--- src/pcc_pkg.sv ---
// Package: register map, field layout, reset values and encodings of the PLL configuration control
package pcc_pkg;

    // Register indices; byte address is four times the index
    localparam logic [9:0] PCC_IDX_PLL_MAIN  = 10'h010;
    localparam logic [9:0] PCC_IDX_ABL       = 10'h017;
    localparam logic [9:0] PCC_IDX_VCO_CAL   = 10'h018;
    localparam logic [9:0] PCC_IDX_VCO_DIV   = 10'h1E0;
    localparam logic [9:0] PCC_IDX_ROUTE     = 10'h1E1;
    localparam logic [9:0] PCC_IDX_UPDATE    = 10'h232;
    localparam logic [9:0] PCC_IDX_CP_CUR    = 10'h0F0;
    localparam logic [9:0] PCC_IDX_STATUS    = 10'h0F1;

    // Field positions
    localparam int PCC_POWER_LSB   = 0;
    localparam int PCC_CPMODE_LSB  = 4;
    localparam int PCC_PFDPOL_BIT  = 7;
    localparam int PCC_ABL_LSB     = 0;
    localparam int PCC_CAL_BIT     = 0;
    localparam int PCC_DIV_LSB     = 0;
    localparam int PCC_BYPASS_BIT  = 0;
    localparam int PCC_SRCVCO_BIT  = 1;
    localparam int PCC_CPCUR_LSB   = 0;

    // Reset values
    localparam logic [7:0] PCC_RST_PLL_MAIN = 8'h01;
    localparam logic [7:0] PCC_RST_ABL      = 8'h00;
    localparam logic [7:0] PCC_RST_VCO_CAL  = 8'h00;
    localparam logic [7:0] PCC_RST_VCO_DIV  = 8'h02;
    localparam logic [7:0] PCC_RST_ROUTE    = 8'h00;
    localparam logic [7:0] PCC_RST_CP_CUR   = 8'h00;

    // Update trigger value
    localparam logic [7:0] PCC_UPDATE_GO    = 8'h01;

    // PLL power codes
    localparam logic [1:0] PCC_PWR_NORMAL   = 2'b00;
    localparam logic [1:0] PCC_PWR_ASYNC_PD = 2'b01;

    // VCO divider: ratio is code plus this offset, clamped at the maximum
    localparam logic [2:0] PCC_DIV_OFFSET   = 3'h2;
    localparam logic [2:0] PCC_DIV_MAX_CODE = 3'h4;

    // Charge-pump current step in microamps
    localparam logic [12:0] PCC_CP_STEP_UA  = 13'd600;

    // Calibration run length in pclk cycles
    localparam int PCC_CAL_CYCLES = 64;

    typedef enum logic [2:0] {
        PCC_CP_HIZ    = 3'b000,
        PCC_CP_UP     = 3'b001,
        PCC_CP_DOWN   = 3'b010,
        PCC_CP_NORMAL = 3'b011
    } pcc_cp_mode_t;

    typedef enum logic [1:0] {
        PCC_CAL_IDLE = 2'b00,
        PCC_CAL_RUN  = 2'b01,
        PCC_CAL_DONE = 2'b10
    } pcc_cal_state_t;

endpackage

--- src/pcc_pfd_cp.sv ---
// Phase frequency detector with antibacklash and charge-pump command stage
`timescale 1ns/10ps
`default_nettype none
module pcc_pfd_cp
    import pcc_pkg::*;
(
    input  wire logic       pclk,       // Clock
    input  wire logic       presetn,    // Async reset, active low
    input  wire logic       pll_on,     // PLL in normal operation
    input  wire logic       ref_pulse,  // R counter output edge
    input  wire logic       fb_pulse,   // N counter output edge
    input  wire logic [1:0] abl_code,   // Antibacklash width code
    input  wire logic [2:0] cp_mode,    // Charge-pump mode code
    input  wire logic       invert,     // Effective negative polarity
    output logic            pump_up,    // Pump up command
    output logic            pump_down,  // Pump down command
    output logic            pump_hiz    // Pump output high impedance
);
    logic       up_q;
    logic       up_d;
    logic       dn_q;
    logic       dn_d;
    logic [1:0] abl_q;
    logic [1:0] abl_d;
    logic       pu_q;
    logic       pu_d;
    logic       pd_q;
    logic       pd_d;
    logic       hz_q;
    logic       hz_d;

    always_comb begin
        up_d  = up_q;
        dn_d  = dn_q;
        abl_d = abl_q;
        if (!pll_on) begin
            up_d  = 1'b0;
            dn_d  = 1'b0;
            abl_d = 2'b00;
        end else begin
            if (ref_pulse) begin
                up_d = 1'b1; // [RULE_13]
            end
            if (fb_pulse) begin
                dn_d = 1'b1; // [RULE_13]
            end
            // Both sides held for code+1 cycles so there is no dead zone
            if (up_q && dn_q) begin
                if (abl_q == abl_code) begin
                    up_d  = 1'b0; // [RULE_10]
                    dn_d  = 1'b0;
                    abl_d = 2'b00;
                end else begin
                    abl_d = abl_q + 2'b01;
                end
            end
        end
        pu_d = 1'b0;
        pd_d = 1'b0;
        hz_d = 1'b1;
        if (pll_on) begin
            unique case (cp_mode)
                PCC_CP_NORMAL: begin
                    pu_d = invert ? dn_q : up_q; // [RULE_08]
                    pd_d = invert ? up_q : dn_q;
                    hz_d = 1'b0;
                end
                PCC_CP_UP: begin
                    pu_d = 1'b1; // [RULE_11]
                    hz_d = 1'b0;
                end
                PCC_CP_DOWN: begin
                    pd_d = 1'b1; // [RULE_11]
                    hz_d = 1'b0;
                end
                default: begin
                    hz_d = 1'b1; // [RULE_11]
                end
            endcase
        end
    end

    always_ff @(posedge pclk or negedge presetn) begin
        if (!presetn) begin
            up_q  <= 1'b0;
            dn_q  <= 1'b0;
            abl_q <= 2'b00;
            pu_q  <= 1'b0;
            pd_q  <= 1'b0;
            hz_q  <= 1'b1;
        end else begin
            up_q  <= up_d;
            dn_q  <= dn_d;
            abl_q <= abl_d;
            pu_q  <= pu_d;
            pd_q  <= pd_d;
            hz_q  <= hz_d;
        end
    end

    assign pump_up   = pu_q;
    assign pump_down = pd_q;
    assign pump_hiz  = hz_q;
endmodule
`default_nettype wire

--- src/pcc_top.sv ---
// PLL configuration control: APB register file, staging/update, clock routing and PLL control
//
// Functional notes
// (RULE_01) Power code 00 runs the PLL; 01 is asynchronous power-down.
// (RULE_02) Bypass bit 1 feeds distribution directly; 0 goes through VCO divider.
// (RULE_03) Source bit 1 selects internal VCO; 0 selects external clock input.
// (RULE_04) Three-bit divider code selects ratio 2 to 6.
// (RULE_05) Applied calibrate rising to 1 starts calibration; applied 0 resets it.
// (RULE_06) Software clears and applies calibrate before every later recalibration.
// (RULE_07) Writes are staged; update written with 0x01 makes them active.
// (RULE_08) Polarity bit 0 positive, 1 negative.
// (RULE_09) Polarity only acts while the external VCO path is in use.
// (RULE_10) Two-bit field sets antibacklash pulse width.
// (RULE_11) Pump mode: high impedance, normal, forced up, forced down.
// (RULE_12) Eight pump current settings, 600 uA to 4.8 mA in equal steps.
// (RULE_13) PFD compares R and N outputs and commands pump up or down.
// (RULE_14) Reset: PLL off, divide by four, divider used, external clock selected.
// (RULE_15) Software keeps reference present and divider non-static while calibrating.
// (RULE_16) Fixed pump mode encoding; current code k gives (k+1) steps.
`timescale 1ns/10ps
`default_nettype none
module pcc_top
    import pcc_pkg::*;
#(
    parameter int ADDR_W     = 12,
    parameter int CAL_CYCLES = PCC_CAL_CYCLES
) (
    input  wire logic              pclk,            // APB clock
    input  wire logic              presetn,         // Async reset, active low
    input  wire logic              psel,            // APB select
    input  wire logic              penable,         // APB enable
    input  wire logic              pwrite,          // APB direction
    input  wire logic [ADDR_W-1:0] paddr,           // APB byte address
    input  wire logic [31:0]       pwdata,          // APB write data
    output logic [31:0]            prdata,          // APB read data
    output logic                   pready,          // APB ready
    output logic                   pslverr,         // APB error, unmapped address
    input  wire logic              ref_pulse,       // R counter output pulse
    input  wire logic              fb_pulse,        // N counter output pulse
    output logic                   pll_power_down,  // PLL powered down
    output logic                   dist_src_vco,    // Source is internal VCO
    output logic                   div_bypass,      // Distribution bypasses VCO divider
    output logic [2:0]             vco_div_ratio,   // Active VCO divide ratio
    output logic [1:0]             abl_width,       // Active antibacklash code
    output logic [2:0]             cp_current_code, // Active pump current code
    output logic [12:0]            cp_current_ua,   // Nominal pump current in uA
    output logic                   pump_up,         // Charge pump up
    output logic                   pump_down,       // Charge pump down
    output logic                   pump_hiz,        // Charge pump high impedance
    output logic                   cal_busy,        // VCO calibration running
    output logic                   cal_done         // VCO calibration finished
);
    // Staged and active copies of each of the six setting registers
    logic [7:0]  stg_main_q;
    logic [7:0]  stg_main_d;
    logic [7:0]  stg_abl_q;
    logic [7:0]  stg_abl_d;
    logic [7:0]  stg_cal_q;
    logic [7:0]  stg_cal_d;
    logic [7:0]  stg_div_q;
    logic [7:0]  stg_div_d;
    logic [7:0]  stg_route_q;
    logic [7:0]  stg_route_d;
    logic [7:0]  stg_cpi_q;
    logic [7:0]  stg_cpi_d;
    logic [7:0]  act_main_q;
    logic [7:0]  act_main_d;
    logic [7:0]  act_abl_q;
    logic [7:0]  act_abl_d;
    logic [7:0]  act_cal_q;
    logic [7:0]  act_cal_d;
    logic [7:0]  act_div_q;
    logic [7:0]  act_div_d;
    logic [7:0]  act_route_q;
    logic [7:0]  act_route_d;
    logic [7:0]  act_cpi_q;
    logic [7:0]  act_cpi_d;
    logic [31:0] prdata_q;
    logic [31:0] prdata_d;
    logic        perr_q;
    logic        perr_d;
    logic        cal_start_q;
    logic        cal_start_d;
    logic        cal_clear_q;
    logic        cal_clear_d;

    logic [9:0]  idx;
    logic        setup_ph;
    logic        wr_en;
    logic        upd;
    logic        mapped;
    logic [7:0]  rd_val;
    logic [7:0]  status;
    logic        pll_on;
    logic [2:0]  div_code;
    logic [2:0]  cpi_code;
    logic        invert;

    assign idx      = paddr[11:2];
    assign setup_ph = psel && !penable;
    assign pready   = psel && penable;
    assign wr_en    = psel && penable && pwrite;
    assign upd      = wr_en && (idx == PCC_IDX_UPDATE) && (pwdata[7:0] == PCC_UPDATE_GO); // [RULE_07]

    assign status = {5'h00, pll_on, cal_done, cal_busy};

    // Address decode and read mux, sampled in the setup cycle
    always_comb begin
        mapped = 1'b1;
        rd_val = 8'h00;
        unique case (idx)
            PCC_IDX_PLL_MAIN: rd_val = stg_main_q;
            PCC_IDX_ABL:      rd_val = stg_abl_q;
            PCC_IDX_VCO_CAL:  rd_val = stg_cal_q;
            PCC_IDX_VCO_DIV:  rd_val = stg_div_q;
            PCC_IDX_ROUTE:    rd_val = stg_route_q;
            PCC_IDX_CP_CUR:   rd_val = stg_cpi_q;
            PCC_IDX_STATUS:   rd_val = status;
            PCC_IDX_UPDATE:   rd_val = 8'h00;
            default:          mapped = 1'b0;
        endcase
    end

    always_comb begin
        prdata_d = prdata_q;
        perr_d   = perr_q;
        if (setup_ph) begin
            prdata_d = {24'h000000, rd_val};
            perr_d   = !mapped;
        end
    end

    // Staging: software writes land here and steer nothing until an update
    always_comb begin
        stg_main_d  = stg_main_q;
        stg_abl_d   = stg_abl_q;
        stg_cal_d   = stg_cal_q;
        stg_div_d   = stg_div_q;
        stg_route_d = stg_route_q;
        stg_cpi_d   = stg_cpi_q;
        if (wr_en) begin
            unique case (idx)
                PCC_IDX_PLL_MAIN: stg_main_d  = pwdata[7:0]; // [RULE_07]
                PCC_IDX_ABL:      stg_abl_d   = pwdata[7:0];
                PCC_IDX_VCO_CAL:  stg_cal_d   = pwdata[7:0];
                PCC_IDX_VCO_DIV:  stg_div_d   = pwdata[7:0];
                PCC_IDX_ROUTE:    stg_route_d = pwdata[7:0];
                PCC_IDX_CP_CUR:   stg_cpi_d   = pwdata[7:0];
                default: begin
                end
            endcase
        end
    end

    // Update: copy staging to active, and derive calibration commands
    always_comb begin
        act_main_d  = act_main_q;
        act_abl_d   = act_abl_q;
        act_cal_d   = act_cal_q;
        act_div_d   = act_div_q;
        act_route_d = act_route_q;
        act_cpi_d   = act_cpi_q;
        cal_start_d = 1'b0;
        cal_clear_d = 1'b0;
        if (upd) begin
            act_main_d  = stg_main_q; // [RULE_07]
            act_abl_d   = stg_abl_q;
            act_cal_d   = stg_cal_q;
            act_div_d   = stg_div_q;
            act_route_d = stg_route_q;
            act_cpi_d   = stg_cpi_q;
            // A second start needs a cleared bit applied first
            cal_start_d = stg_cal_q[PCC_CAL_BIT] && !act_cal_q[PCC_CAL_BIT]; // [RULE_05] [RULE_06]
            cal_clear_d = !stg_cal_q[PCC_CAL_BIT]; // [RULE_05]
        end
    end

    always_ff @(posedge pclk or negedge presetn) begin
        if (!presetn) begin
            stg_main_q  <= PCC_RST_PLL_MAIN; // [RULE_14]
            stg_abl_q   <= PCC_RST_ABL;
            stg_cal_q   <= PCC_RST_VCO_CAL;
            stg_div_q   <= PCC_RST_VCO_DIV;
            stg_route_q <= PCC_RST_ROUTE;
            stg_cpi_q   <= PCC_RST_CP_CUR;
            act_main_q  <= PCC_RST_PLL_MAIN; // [RULE_14]
            act_abl_q   <= PCC_RST_ABL;
            act_cal_q   <= PCC_RST_VCO_CAL;
            act_div_q   <= PCC_RST_VCO_DIV;
            act_route_q <= PCC_RST_ROUTE;
            act_cpi_q   <= PCC_RST_CP_CUR;
            prdata_q    <= 32'h00000000;
            perr_q      <= 1'b0;
            cal_start_q <= 1'b0;
            cal_clear_q <= 1'b0;
        end else begin
            stg_main_q  <= stg_main_d;
            stg_abl_q   <= stg_abl_d;
            stg_cal_q   <= stg_cal_d;
            stg_div_q   <= stg_div_d;
            stg_route_q <= stg_route_d;
            stg_cpi_q   <= stg_cpi_d;
            act_main_q  <= act_main_d;
            act_abl_q   <= act_abl_d;
            act_cal_q   <= act_cal_d;
            act_div_q   <= act_div_d;
            act_route_q <= act_route_d;
            act_cpi_q   <= act_cpi_d;
            prdata_q    <= prdata_d;
            perr_q      <= perr_d;
            cal_start_q <= cal_start_d;
            cal_clear_q <= cal_clear_d;
        end
    end

    assign prdata  = prdata_q;
    assign pslverr = pready && perr_q;

    // Codes 10 and 11 are treated as powered down to fail safe
    assign pll_on         = (act_main_q[PCC_POWER_LSB +: 2] == PCC_PWR_NORMAL); // [RULE_01]
    assign pll_power_down = !pll_on; // [RULE_01]
    assign dist_src_vco   = act_route_q[PCC_SRCVCO_BIT]; // [RULE_03]
    assign div_bypass     = act_route_q[PCC_BYPASS_BIT]; // [RULE_02]

    // Illegal divider codes clamp to the largest ratio so the divider never goes static
    assign div_code      = act_div_q[PCC_DIV_LSB +: 3];
    assign vco_div_ratio = ((div_code > PCC_DIV_MAX_CODE) ? PCC_DIV_MAX_CODE : div_code) + PCC_DIV_OFFSET; // [RULE_04]

    assign abl_width       = act_abl_q[PCC_ABL_LSB +: 2]; // [RULE_10]
    assign cpi_code        = act_cpi_q[PCC_CPCUR_LSB +: 3];
    assign cp_current_code = cpi_code; // [RULE_12]
    assign cp_current_ua   = PCC_CP_STEP_UA * ({10'h000, cpi_code} + 13'h0001); // [RULE_16]

    // Polarity is meaningless with the internal VCO, whose sense is fixed
    assign invert = act_main_q[PCC_PFDPOL_BIT] && !dist_src_vco; // [RULE_09]

    pcc_pfd_cp u_pfd_cp (
        .pclk      (pclk),
        .presetn   (presetn),
        .pll_on    (pll_on),
        .ref_pulse (ref_pulse),
        .fb_pulse  (fb_pulse),
        .abl_code  (abl_width),
        .cp_mode   (act_main_q[PCC_CPMODE_LSB +: 3]),
        .invert    (invert),
        .pump_up   (pump_up),
        .pump_down (pump_down),
        .pump_hiz  (pump_hiz)
    );

    pcc_vco_cal #(
        .CAL_CYCLES (CAL_CYCLES)
    ) u_vco_cal (
        .pclk      (pclk),
        .presetn   (presetn),
        .cal_start (cal_start_q),
        .cal_clear (cal_clear_q),
        .run_en    (pll_on),
        .cal_busy  (cal_busy),
        .cal_done  (cal_done)
    );
endmodule
`default_nettype wire

--- src/pcc_vco_cal.sv ---
// VCO calibration sequencer
`timescale 1ns/10ps
`default_nettype none
module pcc_vco_cal
    import pcc_pkg::*;
#(
    parameter int CAL_CYCLES = PCC_CAL_CYCLES
) (
    input  wire logic pclk,       // Clock
    input  wire logic presetn,    // Async reset, active low
    input  wire logic cal_start,  // One-cycle start request
    input  wire logic cal_clear,  // One-cycle calibration reset
    input  wire logic run_en,     // PLL powered, calibration may advance
    output logic      cal_busy,   // Calibration running
    output logic      cal_done    // Calibration finished
);
    pcc_cal_state_t state_q;
    pcc_cal_state_t state_d;
    logic [15:0]    cnt_q;
    logic [15:0]    cnt_d;

    always_comb begin
        state_d = state_q;
        cnt_d   = cnt_q;
        if (cal_clear) begin
            state_d = PCC_CAL_IDLE; // [RULE_05]
            cnt_d   = 16'h0000;
        end else begin
            unique case (state_q)
                PCC_CAL_IDLE: begin
                    if (cal_start) begin
                        state_d = PCC_CAL_RUN; // [RULE_05]
                        cnt_d   = 16'h0000;
                    end
                end
                PCC_CAL_RUN: begin
                    // Pauses while the PLL is down rather than aborting
                    if (run_en) begin
                        if (cnt_q == 16'(CAL_CYCLES - 1)) begin
                            state_d = PCC_CAL_DONE;
                        end else begin
                            cnt_d = cnt_q + 16'h0001;
                        end
                    end
                end
                // A new start is ignored here until software clears the calibration
                PCC_CAL_DONE: begin
                end
                default: begin
                    state_d = PCC_CAL_IDLE;
                end
            endcase
        end
    end

    always_ff @(posedge pclk or negedge presetn) begin
        if (!presetn) begin
            state_q <= PCC_CAL_IDLE;
            cnt_q   <= 16'h0000;
        end else begin
            state_q <= state_d;
            cnt_q   <= cnt_d;
        end
    end

    assign cal_busy = (state_q == PCC_CAL_RUN);
    assign cal_done = (state_q == PCC_CAL_DONE);
endmodule
`default_nettype wire
--- config.mk ---
export PLATFORM = sky130hd
export DESIGN_NAME = pcc_top
export DESIGN_NICKNAME = d
export VERILOG_FILES = /design/src/pcc_pkg.sv /design/src/pcc_pfd_cp.sv /design/src/pcc_top.sv /design/src/pcc_vco_cal.sv
export SDC_FILE = /design/constraint.sdc
export NUM_CORES = 1
export LEC_CHECK = 0
export BUFFER_PORTS_ARGS = -buffer_cell sky130_fd_sc_hd__buf_2
export CAP_MARGIN = 40
export CORE_MARGIN = 4
export CORE_UTILIZATION = 39
export DETAILED_ROUTE_END_ITERATION = 6
export GPL_ROUTABILITY_DRIVEN = 0
export HOLD_SLACK_MARGIN = 0.15
export MAX_ROUTING_LAYER = met4
export SLEW_MARGIN = 20
export SYNTH_ARGS = -nofsm -noshare
export SYNTH_HDL_FRONTEND = slang
export SYNTH_SLANG_ARGS = --single-unit
--- constraint.sdc ---
create_clock -name pclk -period 3.6 [get_ports pclk]
set_input_delay 0.54 -clock pclk [delete_from_list [all_inputs] [get_ports pclk]]
set_output_delay 0.54 -clock pclk [all_outputs]
set_load 0.01 [all_outputs]
==> impl_summary.txt, run 1 <==
----------------------------------------------------
[Critical path]
  Source of the critical timing path ... act_cpi_q[0]
  Critical path cell sequence ... ha_4 > nand2b_4 > nand2_4 > ha_4 > inv_2 > fa_1 > inv_2 > ha_4 > a21o_1 > a21oi_2 > nor2b_1 > o21ai_1 > xnor2_1 > buf_2
  Slowest CP cell ... sky130_fd_sc_hd__fa_1
  Slowest cell delay on critical path ... 0.49 ns
  Start-to-end type of the worst setup path ... flop to primary output
  Critical Path Fanout Max ... 4
  Worst path depth ... 14
  Worst setup path endpoint ... cp_current_ua[11]
  Critical path's top delay family ... adder cells
  Setup slack, reg-to-reg ... 1.40 ns
  Sort of element at the end of the critical path ... primary output
  Crit path required time ... 3.06 ns
  Sort of element at the start of the critical path ... flop
  CP most frequent cell ... sky130_fd_sc_hd__ha_4
  Start of the worst register-to-register path ... u_vco_cal.state_q[0]
  Crit path DAT ... 3.06 ns
  Cell depth of the worst flop-to-flop path ... 6
  RR Endpoint ... u_vco_cal.cnt_q[9]
  Crit path buffers/inverters ... 3

[Drt]
  Vias ... 4105
  DRC violation total after the first TritonRoute iteration ... 352
  Number of remaining DRC errors ... 0
  Total length of routed wires ... 13400 um
  Final routed wire length divided by cell count ... 18.2 um
  Length of the first detailed-routing pass in iterations ... 5
  Number of routed nets with antenna violations ... 0
  Avg Vias per Cell ... 5.55

[STA]
  Final setup skew ... 0.0104 ns
  Slew headroom ... 54.5%
  Aggregate negative setup slack ... -0.00271 ns
  Crit path time final ... 3.60 ns
  Count of final max-slew check failures ... 0
  F_max ... 0.278 GHz
  Worst-margin pin slew ... 0.681 ns
  Portion of the clock cycle consumed by the worst path in the final layout ... 100%
  Final worst setup slack ... -0.00271 ns
  Setup repair after global routing missed its margin ... true
  Final hold vios ... 0
  Count of endpoints failing setup in the final report ... 1

[CTS]
  Inserted Clock Buffers ... 9
  Clock tree from TritonCTS ... yes
  CTS clk-pin slew, worst paths ... 0.08 ns
  Number of H-tree branching levels ... 3
  Number of sinks handled by clock tree synthesis ... 101
  Hold-fix buffers, CTS ... 0
  Clock Path Buffers ... 2
  Insertion delay of the later-clocked pin in the worst-skew pair ... 0.35 ns
  Clock root buffer master ... sky130_fd_sc_hd__clkbuf_16

[Place]
  Standard cell area after detailed placement ... 5890 um2
  Number of buffers added on ports ... 60
  Hpwl dp ... 9560 um
  Setup Slack @ Placement ... -0.00989 ns

[Flow run]
  Max-capacitance violation count ... 0

[Final layout]
  Final Core Density ... 46.6%
  Commonest non-fill, non-tap cells in the layout ... sky130_fd_sc_hd__dfrtp_1, sky130_fd_sc_hd__mux2_2, sky130_fd_sc_hd__buf_2, sky130_fd_sc_hd__nor2_1, sky130_fd_sc_hd__conb_1
  Area delta synth->final ... 17.3%
  Post-route standard cell area excluding fillers ... 6440 um2
  Fraction of layout cells with a size suffix above 1 ... 36.9%
  Number of inserted filler cells in the final layout ... 1259
  Most common cell after layout, fill and taps aside ... sky130_fd_sc_hd__dfrtp_1
  Number of diodes ... 0
  Number of nets in the finished design ... 619

[Global route]
  Number of global-route vias before repair ... 4053
  Total grt overflow ... 0
  Overall Global Routing Usage ... 17.5%
  Pin count of the biggest net entering global routing ... 56
  Initial antenna violation count ... 0
  Wire length of the first global-routing pass ... 21800 um

[Pwr]
  Switching power ... 0.593 mW
  Gate power share ... 7.6%
  Design internal power ... 1.78 mW
  Maximum vdd ir drop ... 0.000246 V
  Clock network fraction of total power ... 42.1%
  Share of power burned in registers ... 50.3%
  Proportion of total power due to net switching ... 25.0%
  Static Leak ... 3.07 nW
  Power per Cell Area ... 368 nW/um2

[Synth]
  Post-synth cell types ... 65
  Netlist area before placement ... 5490 um2
  Count of flip-flops with a built-in enable after synthesis ... 0
  Count of state elements after synthesis ... 101
  Post-synthesis average cell area ... 11.3 um2
  Top flip-flop cell by instance count after synthesis ... sky130_fd_sc_hd__dfrtp_1
  Post-synthesis cell count ... 486
  Share of the synthesized area in the top cell type ... 43.8%
  Leading cell types by total area after synthesis ... sky130_fd_sc_hd__dfrtp_1, sky130_fd_sc_hd__mux2_2, sky130_fd_sc_hd__buf_4
  Share of synthesized registers carrying an async set or reset ... 100%
  Post-synthesis sequential area ratio ... 46.1%
  Library cell occupying the most area in the post-synthesis netlist ... sky130_fd_sc_hd__dfrtp_1
  Number of synthesis warnings ... 0

[Hold path]
  Class of the tightest hold or removal check ... input pin to async pin

[Run status]
  Status ... finished, violations left
  Violations in the final reports ... setup timing

[Floorplanning]
  Die area ... 16000 um2
  Initial core utilization ... 39.7%
  Placeable Area ... 13800 um2
  Die width ... 127 um
  Rows ... 43
  I/O pin total ... 114
  Vertical extent of the die ... 127 um

----------------------------------------------------
[final cells by class]
cell class,instances,area [um2],share of cell area [%]
Clock inverter,7,78.8,1.22
Inverter,9,36.3,0.563
Sequential cell,101,2540,39.4
Clock buffer,9,225,3.50
Tap cell,180,225,3.50
Timing Repair Buffer,75,443,6.88
Multi-Input combinational cell,358,2900,45.0
[metrics by stage]
stage	power (mW)	hold slack (ns)	std cells
global placement	1.38	0.428	713
floorplan	1.33	0.244	512
CTS	2.39	0.151	738
finish	2.37	0.135	739
detailed placement	1.39	0.427	715
global route	2.48	0.162	739
[worst register-to-register path, stage by stage, from the launching register on]
cell	delay (ns)
sky130_fd_sc_hd__dfrtp_1	0.42
sky130_fd_sc_hd__or3b_1	0.44
sky130_fd_sc_hd__a21oi_4	0.25
sky130_fd_sc_hd__nor2_1	0.13
sky130_fd_sc_hd__buf_4	0.21
sky130_fd_sc_hd__or4_1	0.50
sky130_fd_sc_hd__a21oi_1	0.18
[power groups by stage]
stage	Combinational [mW]	Clock [mW]	Sequential, mW
floorplan	0.124	0	1.21
global placement	0.172	0	1.21
detailed placement	0.180	0	1.21
CTS	0.182	1.02	1.19
global route	0.203	1.08	1.20
finish	0.180	0.997	1.19
[logic make-up after synthesis]
| group | synth area share [%] |
|---|---|
| simple gates | 15.3 |
| flops | 46.1 |
| compound gates | 11.5 |
| mux | 15.6 |
| buf+inv | 6.06 |
| fa+ha+maj | 3.33 |
| xor+xnor | 1.91 |
| other cells | 0.0683 |
[state kept, by name (all words and copies together), names as in the netlist, 3 cells and up]
signal           flops
stg_div_q            8
stg_abl_q            8
prdata               8
stg_route_q          8
u_vco_cal.cnt_q     16
stg_cal_q            8
act_div_q            3
stg_main_q           8
act_main_q           6
stg_cpi_q            8
act_cpi_q            3
[repair_timing]
item                                    4_1_cts  5_1_grt
setup buffers                                 7        1
gates cloned                                  0        0
gates resized for setup                      15       21
endpoints found under the setup margin        4        4
pin swaps                                     6        9
[Yosys cell counts, drive strengths merged (7+ instances only)]
cell type and instances:
nand3 13, a21oi 12, nor2 35, ha 13, and2 9, nand2 22, dfrtp 96, inv 9
a22oi 12, nor2b 9, o31ai 14, mux2 70, clkbuf 10, nand2b 7, o21ai 16, buf 34
xor2 9, or4 7
[routing by layer]
metal / up-vias / wire, um / GRT usage [%] / part of all wire [%]
li1: 1883 / - / - / -
met1: 2058 / 6050 / 23.7 / 45
met2: 145 / 6370 / 27.1 / 47
met3: 19 / 816 / 3.58 / 6.1
met4: 0 / 197 / 4.10 / 1.5
met5: - / 0 / - / 0
[worst min path at each step]
stage                              end  slack, ns  depth (start not counted)
floorplan                 act_abl_q[0]       0.24                          0
global placement           cal_start_q       0.43                          1
detailed placement         cal_start_q       0.43                          1
CTS                 u_vco_cal.cnt_q[9]       0.15                          1
global route        u_vco_cal.cnt_q[8]       0.16                          1
finish              u_vco_cal.cnt_q[9]       0.14                          1
Note: power is estimated with default switching activity, not from simulation.
==> run 2: changes to the inputs <==
--- a/config.mk
+++ b/config.mk
@@ -9,6 +9,7 @@
 export CAP_MARGIN = 40
 export CORE_MARGIN = 4
 export CORE_UTILIZATION = 39
+export CTS_CLUSTER_SIZE = 16
 export DETAILED_ROUTE_END_ITERATION = 6
 export GPL_ROUTABILITY_DRIVEN = 0
 export HOLD_SLACK_MARGIN = 0.15
==> constraint.sdc (replaced) <==
create_clock -name pclk -period 4.51 [get_ports pclk]
set_input_delay 0.6765 -clock pclk [delete_from_list [all_inputs] [get_ports pclk]]
set_output_delay 0.6765 -clock pclk [all_outputs]
set_load 0.01 [all_outputs]
==> run 2 against run 1 <==
The run now ends clean. Clock skew down 0.0011 ns. Cell count down 1.2%. Cell area down 3.8%. Worst setup slack better by 0.33 ns. Sequential cell count unchanged. Critical path depth down 3. Die area unchanged. Clock power down 18%. Sequential power down 20%. Critical path type unchanged. Largest cell class unchanged.
==> impl_summary.txt, run 2 (synthesis gave the netlist of run 1 again) <==
----------------------------------------------------
[Final layout]
  Number of flip-flops under the largest register name ... 16 (unchanged)
  Most common cell after layout, fill and taps aside ... sky130_fd_sc_hd__dfrtp_1
  Number of nets in the finished design ... 610 (-1.5%)
  Number of diodes ... 0 (unchanged)
  Fraction of layout cells with a size suffix above 1 ... 31.6% (-5.2 points)
  Commonest non-fill, non-tap cells in the layout ... sky130_fd_sc_hd__dfrtp_1, sky130_fd_sc_hd__mux2_2, sky130_fd_sc_hd__buf_2, sky130_fd_sc_hd__nor2_1, sky130_fd_sc_hd__conb_1
  Area delta synth->final ... 12.9%
  Largest reg by FF count ... u_vco_cal.cnt_q

[Critical path]
  Sort of element at the end of the critical path ... primary output
  Start of the worst register-to-register path ... u_vco_cal.state_q[0]
  Cell depth of the worst flop-to-flop path ... 6 (unchanged)
  Crit path required time ... 3.83 ns (+0.77 ns)
  Worst setup path endpoint ... cp_current_ua[12]
  Critical Path Fanout Max ... 7 (+3)
  Setup slack, reg-to-reg ... 2.29 ns (+0.89 ns)
  Sort of element at the start of the critical path ... flop
  Start-to-end type of the worst setup path ... flop to primary output
  RR Endpoint ... u_vco_cal.cnt_q[4]
  Crit path DAT ... 3.51 ns (+0.45 ns)
  Source of the critical timing path ... act_cpi_q[0]

[Run status]
  Status ... finished clean

[STA]
  Worst-margin pin slew ... 0.682 ns (+0.000762 ns)
  Final hold vios ... 0 (unchanged)
  Crit path time final ... 4.18 ns
  Setup repair after global routing missed its margin ... false
  Final worst setup slack ... 0.328 ns (+0.330 ns)
  Final setup skew ... 0.00929 ns (-0.00109 ns)
  Aggregate negative setup slack ... 0 ns (+0.00271 ns)
  Count of final max-slew check failures ... 0 (unchanged)
  Count of endpoints failing setup in the final report ... 0 (-1)
  Portion of the clock cycle consumed by the worst path in the final layout ... 92.7%
  F_max ... 0.239 GHz
  Slew headroom ... 54.4% (about the same)

[Floorplanning]
  Rows ... 43 (unchanged)
  Die width ... 127 um (unchanged)
  I/O pin total ... 114 (unchanged)
  Vertical extent of the die ... 127 um (unchanged)
  Die area ... 16000 um2 (unchanged)
  Placeable Area ... 13800 um2 (unchanged)
  Initial core utilization ... 39.7% (unchanged)

[CTS]
  Clock root buffer master ... sky130_fd_sc_hd__clkbuf_16
  Setup repair bufs after CTS ... 0 (-7)
  Number of sinks handled by clock tree synthesis ... 101 (unchanged)
  Hold-fix buffers, CTS ... 0 (unchanged)
  Clock Path Buffers ... 2 (unchanged)
  Insertion delay of the later-clocked pin in the worst-skew pair ... 0.35 ns (about the same)
  Clock tree from TritonCTS ... yes
  Inserted Clock Buffers ... 9 (unchanged)
  Cts repair resizes ... 0 (-15)
  Number of H-tree branching levels ... 3 (unchanged)
  CTS clk-pin slew, worst paths ... 0.07 ns (about the same)

[Drt]
  DRC violation total after the first TritonRoute iteration ... 325 (-7.7%)
  Final routed wire length divided by cell count ... 18.1 um (-0.63%)
  DRT met1 WL ... 6230 um (+3.1%)
  Vias ... 4017 (-2.1%)
  Avg Vias per Cell ... 5.50 (-0.94%)
  Number of remaining DRC errors ... 0 (unchanged)
  Met3 Wirelength ... 634 um (-22%)
  Number of routed nets with antenna violations ... 0 (unchanged)
  Wire length on met2 ... 6100 um (-4.3%)
  Top layer in use ... met4
  Total length of routed wires ... 13200 um (-1.8%)
  Length of the first detailed-routing pass in iterations ... 5 (unchanged)

[Pwr]
  Overall Power ... 1.91 mW (-19%)
  Static Leak ... 3.00 nW (-2.1%)
  Proportion of total power due to net switching ... 25.5% (+0.52 points)
  Maximum vdd ir drop ... 0.000223 V (-9.4%)
  Power per Cell Area ... 308 nW/um2 (-16%)
  Switching power ... 0.488 mW (-18%)
  Clock network fraction of total power ... 42.7% (+0.6 points)
  Design internal power ... 1.42 mW (-20%)
  Gate power share ... 7.6% (about the same)
  Share of power burned in registers ... 49.8% (-0.5 points)

[Place]
  Setup Slack @ Placement ... 0.685 ns (+0.695 ns)
  Number of buffers added on ports ... 60 (unchanged)
  Hpwl dp ... 9690 um (+1.3%)

[Global route]
  Wire length of the first global-routing pass ... 21500 um (-1.1%)
  Pin count of the biggest net entering global routing ... 55 (-1.8%)
  Overall Global Routing Usage ... 17.4% (-0.047 points)
  Initial antenna violation count ... 0 (unchanged)
  Total grt overflow ... 0 (unchanged)
  Number of global-route vias before repair ... 4016 (-0.91%)

[Hold path]
  Class of the tightest hold or removal check ... input pin to async pin

[Flow run]
  Max-capacitance violation count ... 0 (unchanged)

----------------------------------------------------
==> run 2: cell count changes in the layout (fill, tap and decap cells not counted), moves of 2 or more <==
cell	previous run	this run
sky130_fd_sc_hd__inv_1	4	9
sky130_fd_sc_hd__dfrtp_1	94	96
sky130_fd_sc_hd__nand2b_4	2	0
sky130_fd_sc_hd__buf_6	2	0
sky130_fd_sc_hd__ha_1	5	13
sky130_fd_sc_hd__nand2_4	2	0
sky130_fd_sc_hd__inv_2	4	0
sky130_fd_sc_hd__nand2_1	20	22
sky130_fd_sc_hd__dfrtp_2	2	0
sky130_fd_sc_hd__nand2b_1	5	7
sky130_fd_sc_hd__buf_4	13	4
sky130_fd_sc_hd__inv_8	0	2
sky130_fd_sc_hd__ha_4	8	0
==> run 2: stage by stage <==
stage | util [%] | cells | instance area (um2) | hold slack, ns
global placement | 42.1 | 709 | 5820 | 0.425
global route | 44.8 | 730 | 6200 | 0.232
floorplan | - | 512 | 5590 | 0.381
detailed placement | 42.6 | 714 | 5890 | 0.429
CTS | 44.8 | 730 | 6200 | 0.224
finish | 44.8 | 730 | 6200 | 0.221
==> run 2: layer usage <==
layer  track usage, %  vias up
met3             3.83       13
met5                -        -
met1             24.1     1984
met2             26.1      145
met4             4.67        0
li1                 -     1875
==> run 2: cell type report <==
cell class                      instances  area, um2
Sequential cell                       101       2530
Fill cell                            1264       7630
Clock buffer                            9        225
Clock inverter                          7       86.3
Multi-Input combinational cell        358       2720
Timing Repair Buffer                   66        373
Inverter                                9       33.8
Tap cell                              180        225
==> run 2: power by group through the flow <==
| stage | clock [mW] | sequential [mW] | combinational (mW) |
|---|---|---|---|
| after global placement | 0 | 0.968 | 0.137 |
| after floorplan | 0 | 0.965 | 0.0993 |
| after global routing | 0.878 | 0.956 | 0.167 |
| after CTS | 0.836 | 0.951 | 0.147 |
| after detailed placement | 0 | 0.969 | 0.145 |
| final | 0.816 | 0.951 | 0.145 |
==> run 2: worst max-delay path: stages (launching register included) <==
cell	delay, ns
sky130_fd_sc_hd__dfrtp_1	0.50
sky130_fd_sc_hd__inv_1	0.15
sky130_fd_sc_hd__ha_1	0.37
sky130_fd_sc_hd__inv_1	0.15
sky130_fd_sc_hd__ha_1	0.26
sky130_fd_sc_hd__ha_1	0.30
sky130_fd_sc_hd__ha_1	0.34
sky130_fd_sc_hd__a31o_2	0.23
sky130_fd_sc_hd__a221oi_1	0.46
sky130_fd_sc_hd__o311ai_0	0.17
sky130_fd_sc_hd__nand2_1	0.09
sky130_fd_sc_hd__buf_2	0.12
==> run 2: how the worst min path moves through the flow <==
stage                       startpoint                 end  slack [ns]  cells after the start
after global routing           presetn  u_vco_cal.cnt_q[7]        0.23                      1
after CTS                      presetn  u_vco_cal.cnt_q[7]        0.22                      1
after floorplan                presetn        act_abl_q[0]        0.38                      0
after detailed placement  act_cal_q[0]         cal_start_q        0.43                      1
after global placement    act_cal_q[0]         cal_start_q        0.43                      1
final                          presetn  u_vco_cal.cnt_q[7]        0.22                      1
==> run 3: changes to the inputs <==
--- a/config.mk
+++ b/config.mk
@@ -7,6 +7,7 @@
 export LEC_CHECK = 0
 export BUFFER_PORTS_ARGS = -buffer_cell sky130_fd_sc_hd__buf_2
 export CAP_MARGIN = 40
+export CORE_ASPECT_RATIO = 1.25
 export CORE_MARGIN = 4
 export CORE_UTILIZATION = 39
 export CTS_CLUSTER_SIZE = 16
==> run 3 against run 2 <==
Critical path depth rose by 3. Sequential cell count did not move. Fmax rose by 1.8%. Clock power rose by 0.9%. Sequential share of layout area barely moved. Power rose by 0.25%. Combinational power barely moved. Largest cell class unchanged.
==> impl_summary.txt, run 3 (synthesis gave the netlist of run 1 again) <==
----------------------------------------------------
[Critical path]
  Critical Path Fanout Max ... 7 (unchanged)
  Start of the worst register-to-register path ... act_main_q[1]
  Slowest cell delay on critical path ... 0.50 ns (about the same)
  Slowest CP cell ... sky130_fd_sc_hd__fa_1
  Sort of element at the end of the critical path ... primary output
  Sort of element at the start of the critical path ... flop
  Setup slack, reg-to-reg ... 2.27 ns (-0.02 ns)
  RR Endpoint ... u_vco_cal.cnt_q[6]
  Cell depth of the worst flop-to-flop path ... 6 (unchanged)
  Critical path cell sequence ... ha_1 > nand2b_1 > nand2_1 > ha_1 > inv_1 > fa_1 > inv_1 > ha_1 > a21o_1 > a21oi_1 > nor2b_1 > o21ai_0 > xnor2_1 > buf_2
  Crit path required time ... 3.83 ns (about the same)
  CP most frequent cell ... sky130_fd_sc_hd__ha_1
  Start-to-end type of the worst setup path ... flop to primary output
  Crit path buffers/inverters ... 3 (unchanged)
  Crit path DAT ... 3.43 ns (-0.08 ns)
  Critical path's top delay family ... adder cells

[Global route]
  Number of global-route vias before repair ... 4120 (+2.6%)
  Overall Global Routing Usage ... 17.6% (+0.19 points)
  Pin count of the biggest net entering global routing ... 40 (-27%)
  Total grt overflow ... 0 (unchanged)
  Wire length of the first global-routing pass ... 21800 um (+0.99%)
  Initial antenna violation count ... 1 (+1)

[Pwr]
  Clock network fraction of total power ... 42.9% (+0.2 points)
  Maximum vdd ir drop ... 0.000236 V (+5.8%)
  Overall Power ... 1.92 mW (+0.25%)
  Static Leak ... 3.01 nW (+0.16%)
  Power per Cell Area ... 309 nW/um2 (+0.23%)
  Design internal power ... 1.44 mW (+0.81%)
  Switching power ... 0.482 mW (-1.4%)
  Proportion of total power due to net switching ... 25.1% (-0.42 points)
  Gate power share ... 7.4% (-0.2 points)
  Share of power burned in registers ... 49.6% (-0.2 points)

[CTS]
  Inserted Clock Buffers ... 9 (unchanged)
  Number of H-tree branching levels ... 3 (unchanged)
  Setup repair bufs after CTS ... 0 (unchanged)
  Clock Path Buffers ... 2 (unchanged)
  Insertion delay of the later-clocked pin in the worst-skew pair ... 0.35 ns (about the same)
  Number of sinks handled by clock tree synthesis ... 101 (unchanged)
  Clock root buffer master ... sky130_fd_sc_hd__clkbuf_16
  CTS clk-pin slew, worst paths ... 0.07 ns (about the same)
  Clock tree from TritonCTS ... yes

[Drt]
  Number of routed nets with antenna violations ... 0 (unchanged)
  Number of remaining DRC errors ... 0 (unchanged)
  Avg Vias per Cell ... 5.47 (-0.63%)
  Length of the first detailed-routing pass in iterations ... 4 (-1)
  Final routed wire length divided by cell count ... 18.1 um (about the same)
  Vias ... 3970 (-1.2%)
  DRC violation total after the first TritonRoute iteration ... 212 (-35%)
  Total length of routed wires ... 13100 um (-0.47%)

[Final layout]
  Largest reg by FF count ... u_vco_cal.cnt_q
  Commonest non-fill, non-tap cells in the layout ... sky130_fd_sc_hd__dfrtp_1, sky130_fd_sc_hd__mux2_2, sky130_fd_sc_hd__buf_2, sky130_fd_sc_hd__nor2_1, sky130_fd_sc_hd__conb_1
  Most common cell after layout, fill and taps aside ... sky130_fd_sc_hd__dfrtp_1
  Post-route standard cell area excluding fillers ... 6200 um2 (about the same)
  Number of nets in the finished design ... 610 (unchanged)
  Number of flip-flops under the largest register name ... 16 (unchanged)
  Area delta synth->final ... 12.9% (about the same)
  Fraction of layout cells with a size suffix above 1 ... 31.8% (+0.18 points)

[STA]
  Count of endpoints failing setup in the final report ... 0 (unchanged)
  Final setup skew ... 0.00798 ns (-0.00131 ns)
  Aggregate negative setup slack ... 0 ns (unchanged)
  Count of final max-slew check failures ... 0 (unchanged)
  Crit path time final ... 4.11 ns (-0.0724 ns)
  Portion of the clock cycle consumed by the worst path in the final layout ... 91.1% (-1.6 points)
  Final worst setup slack ... 0.400 ns (+0.0724 ns)
  Slew headroom ... 57.7% (+3.3 points)
  Final hold vios ... 0 (unchanged)
  Setup repair after global routing missed its margin ... false
  Worst-margin pin slew ... 0.634 ns (-0.0482 ns)
  F_max ... 0.243 GHz (+1.8%)

[Hold path]
  Class of the tightest hold or removal check ... input pin to async pin

[Place]
  Standard cell area after detailed placement ... 5870 um2 (-0.32%)
  Number of buffers added on ports ... 60 (unchanged)
  Hpwl dp ... 9730 um (+0.49%)
  Setup Slack @ Placement ... 0.718 ns (+0.0328 ns)

[Floorplanning]
  Placeable Area ... 13800 um2 (about the same)
  Vertical extent of the die ... 141 um (+11%)
  Die width ... 114 um (-9.9%)
  Initial core utilization ... 39.7% (about the same)
  I/O pin total ... 114 (unchanged)
  Die area ... 16100 um2 (about the same)
  Rows ... 48 (+12%)

[Run status]
  Status ... finished clean

[Flow run]
  Max-capacitance violation count ... 0 (unchanged)

----------------------------------------------------
[run 3: cell count changes in the layout (fill, tap and decap cells not counted), sizes merged]
cell	delta
clkinv	+1
clkinvlp	-1
diode	+1
inv	-1
clkbuf	+1
[run 3: through the flow]
stage | util, % | cells | hold WS, ns
detailed placement | 42.5 | 708 | 0.435
finish | 44.9 | 726 | 0.260
CTS | 44.8 | 724 | 0.269
floorplan | - | 512 | 0.381
global route | 44.9 | 726 | 0.298
global placement | 42.2 | 705 | 0.427
[run 3: worst max-delay path by stage]
stage | startpoint | end | slack (ns) | depth (start not counted)
2_1_floorplan | act_cpi_q[0] | cp_current_ua[12] | 0.97 | 10
3_3_place_gp | act_cpi_q[0] | cp_current_ua[12] | 0.76 | 11
3_5_place_dp | act_cpi_q[0] | cp_current_ua[12] | 0.72 | 13
4_1_cts | act_cpi_q[0] | cp_current_ua[12] | 0.32 | 13
5_1_grt | act_cpi_q[0] | cp_current_ua[11] | 0.13 | 14
6_report | act_cpi_q[0] | cp_current_ua[11] | 0.40 | 14
[run 3: layer usage]
metal	wire length [um]	up-vias	GRT usage, %
li1	-	1866	-
met1	5660	1970	21.7
met2	6490	110	28.7
met3	674	24	3.35
met4	297	0	6.69
met5	0	-	-
[run 3: repair_timing]
item / 4_1_cts / 5_1_grt
hold buffers: 0 / 0
gates resized for setup: 0 / 1
setup endpoints to repair: 0 / 1
endpoints found under the hold margin: 0 / 0
[run 3: power groups by stage]
stage	clock, mW	combinational, mW	sequential (mW)
4_1_cts	0.844	0.144	0.951
3_3_place_gp	0	0.137	0.968
3_5_place_dp	0	0.143	0.968
6_report	0.823	0.142	0.951
5_1_grt	0.884	0.162	0.956
2_1_floorplan	0	0.0993	0.965
[run 3: cell type report]
cell class | count | area, um2
antenna | 1 | 2.50
clock inverter | 6 | 76.3
fill | 1274 | 7610
tap | 175 | 219
multi-input combinational | 358 | 2730
inverter | 9 | 33.8
clock buffer | 10 | 239
timing repair buffer | 66 | 368
sequential | 101 | 2530
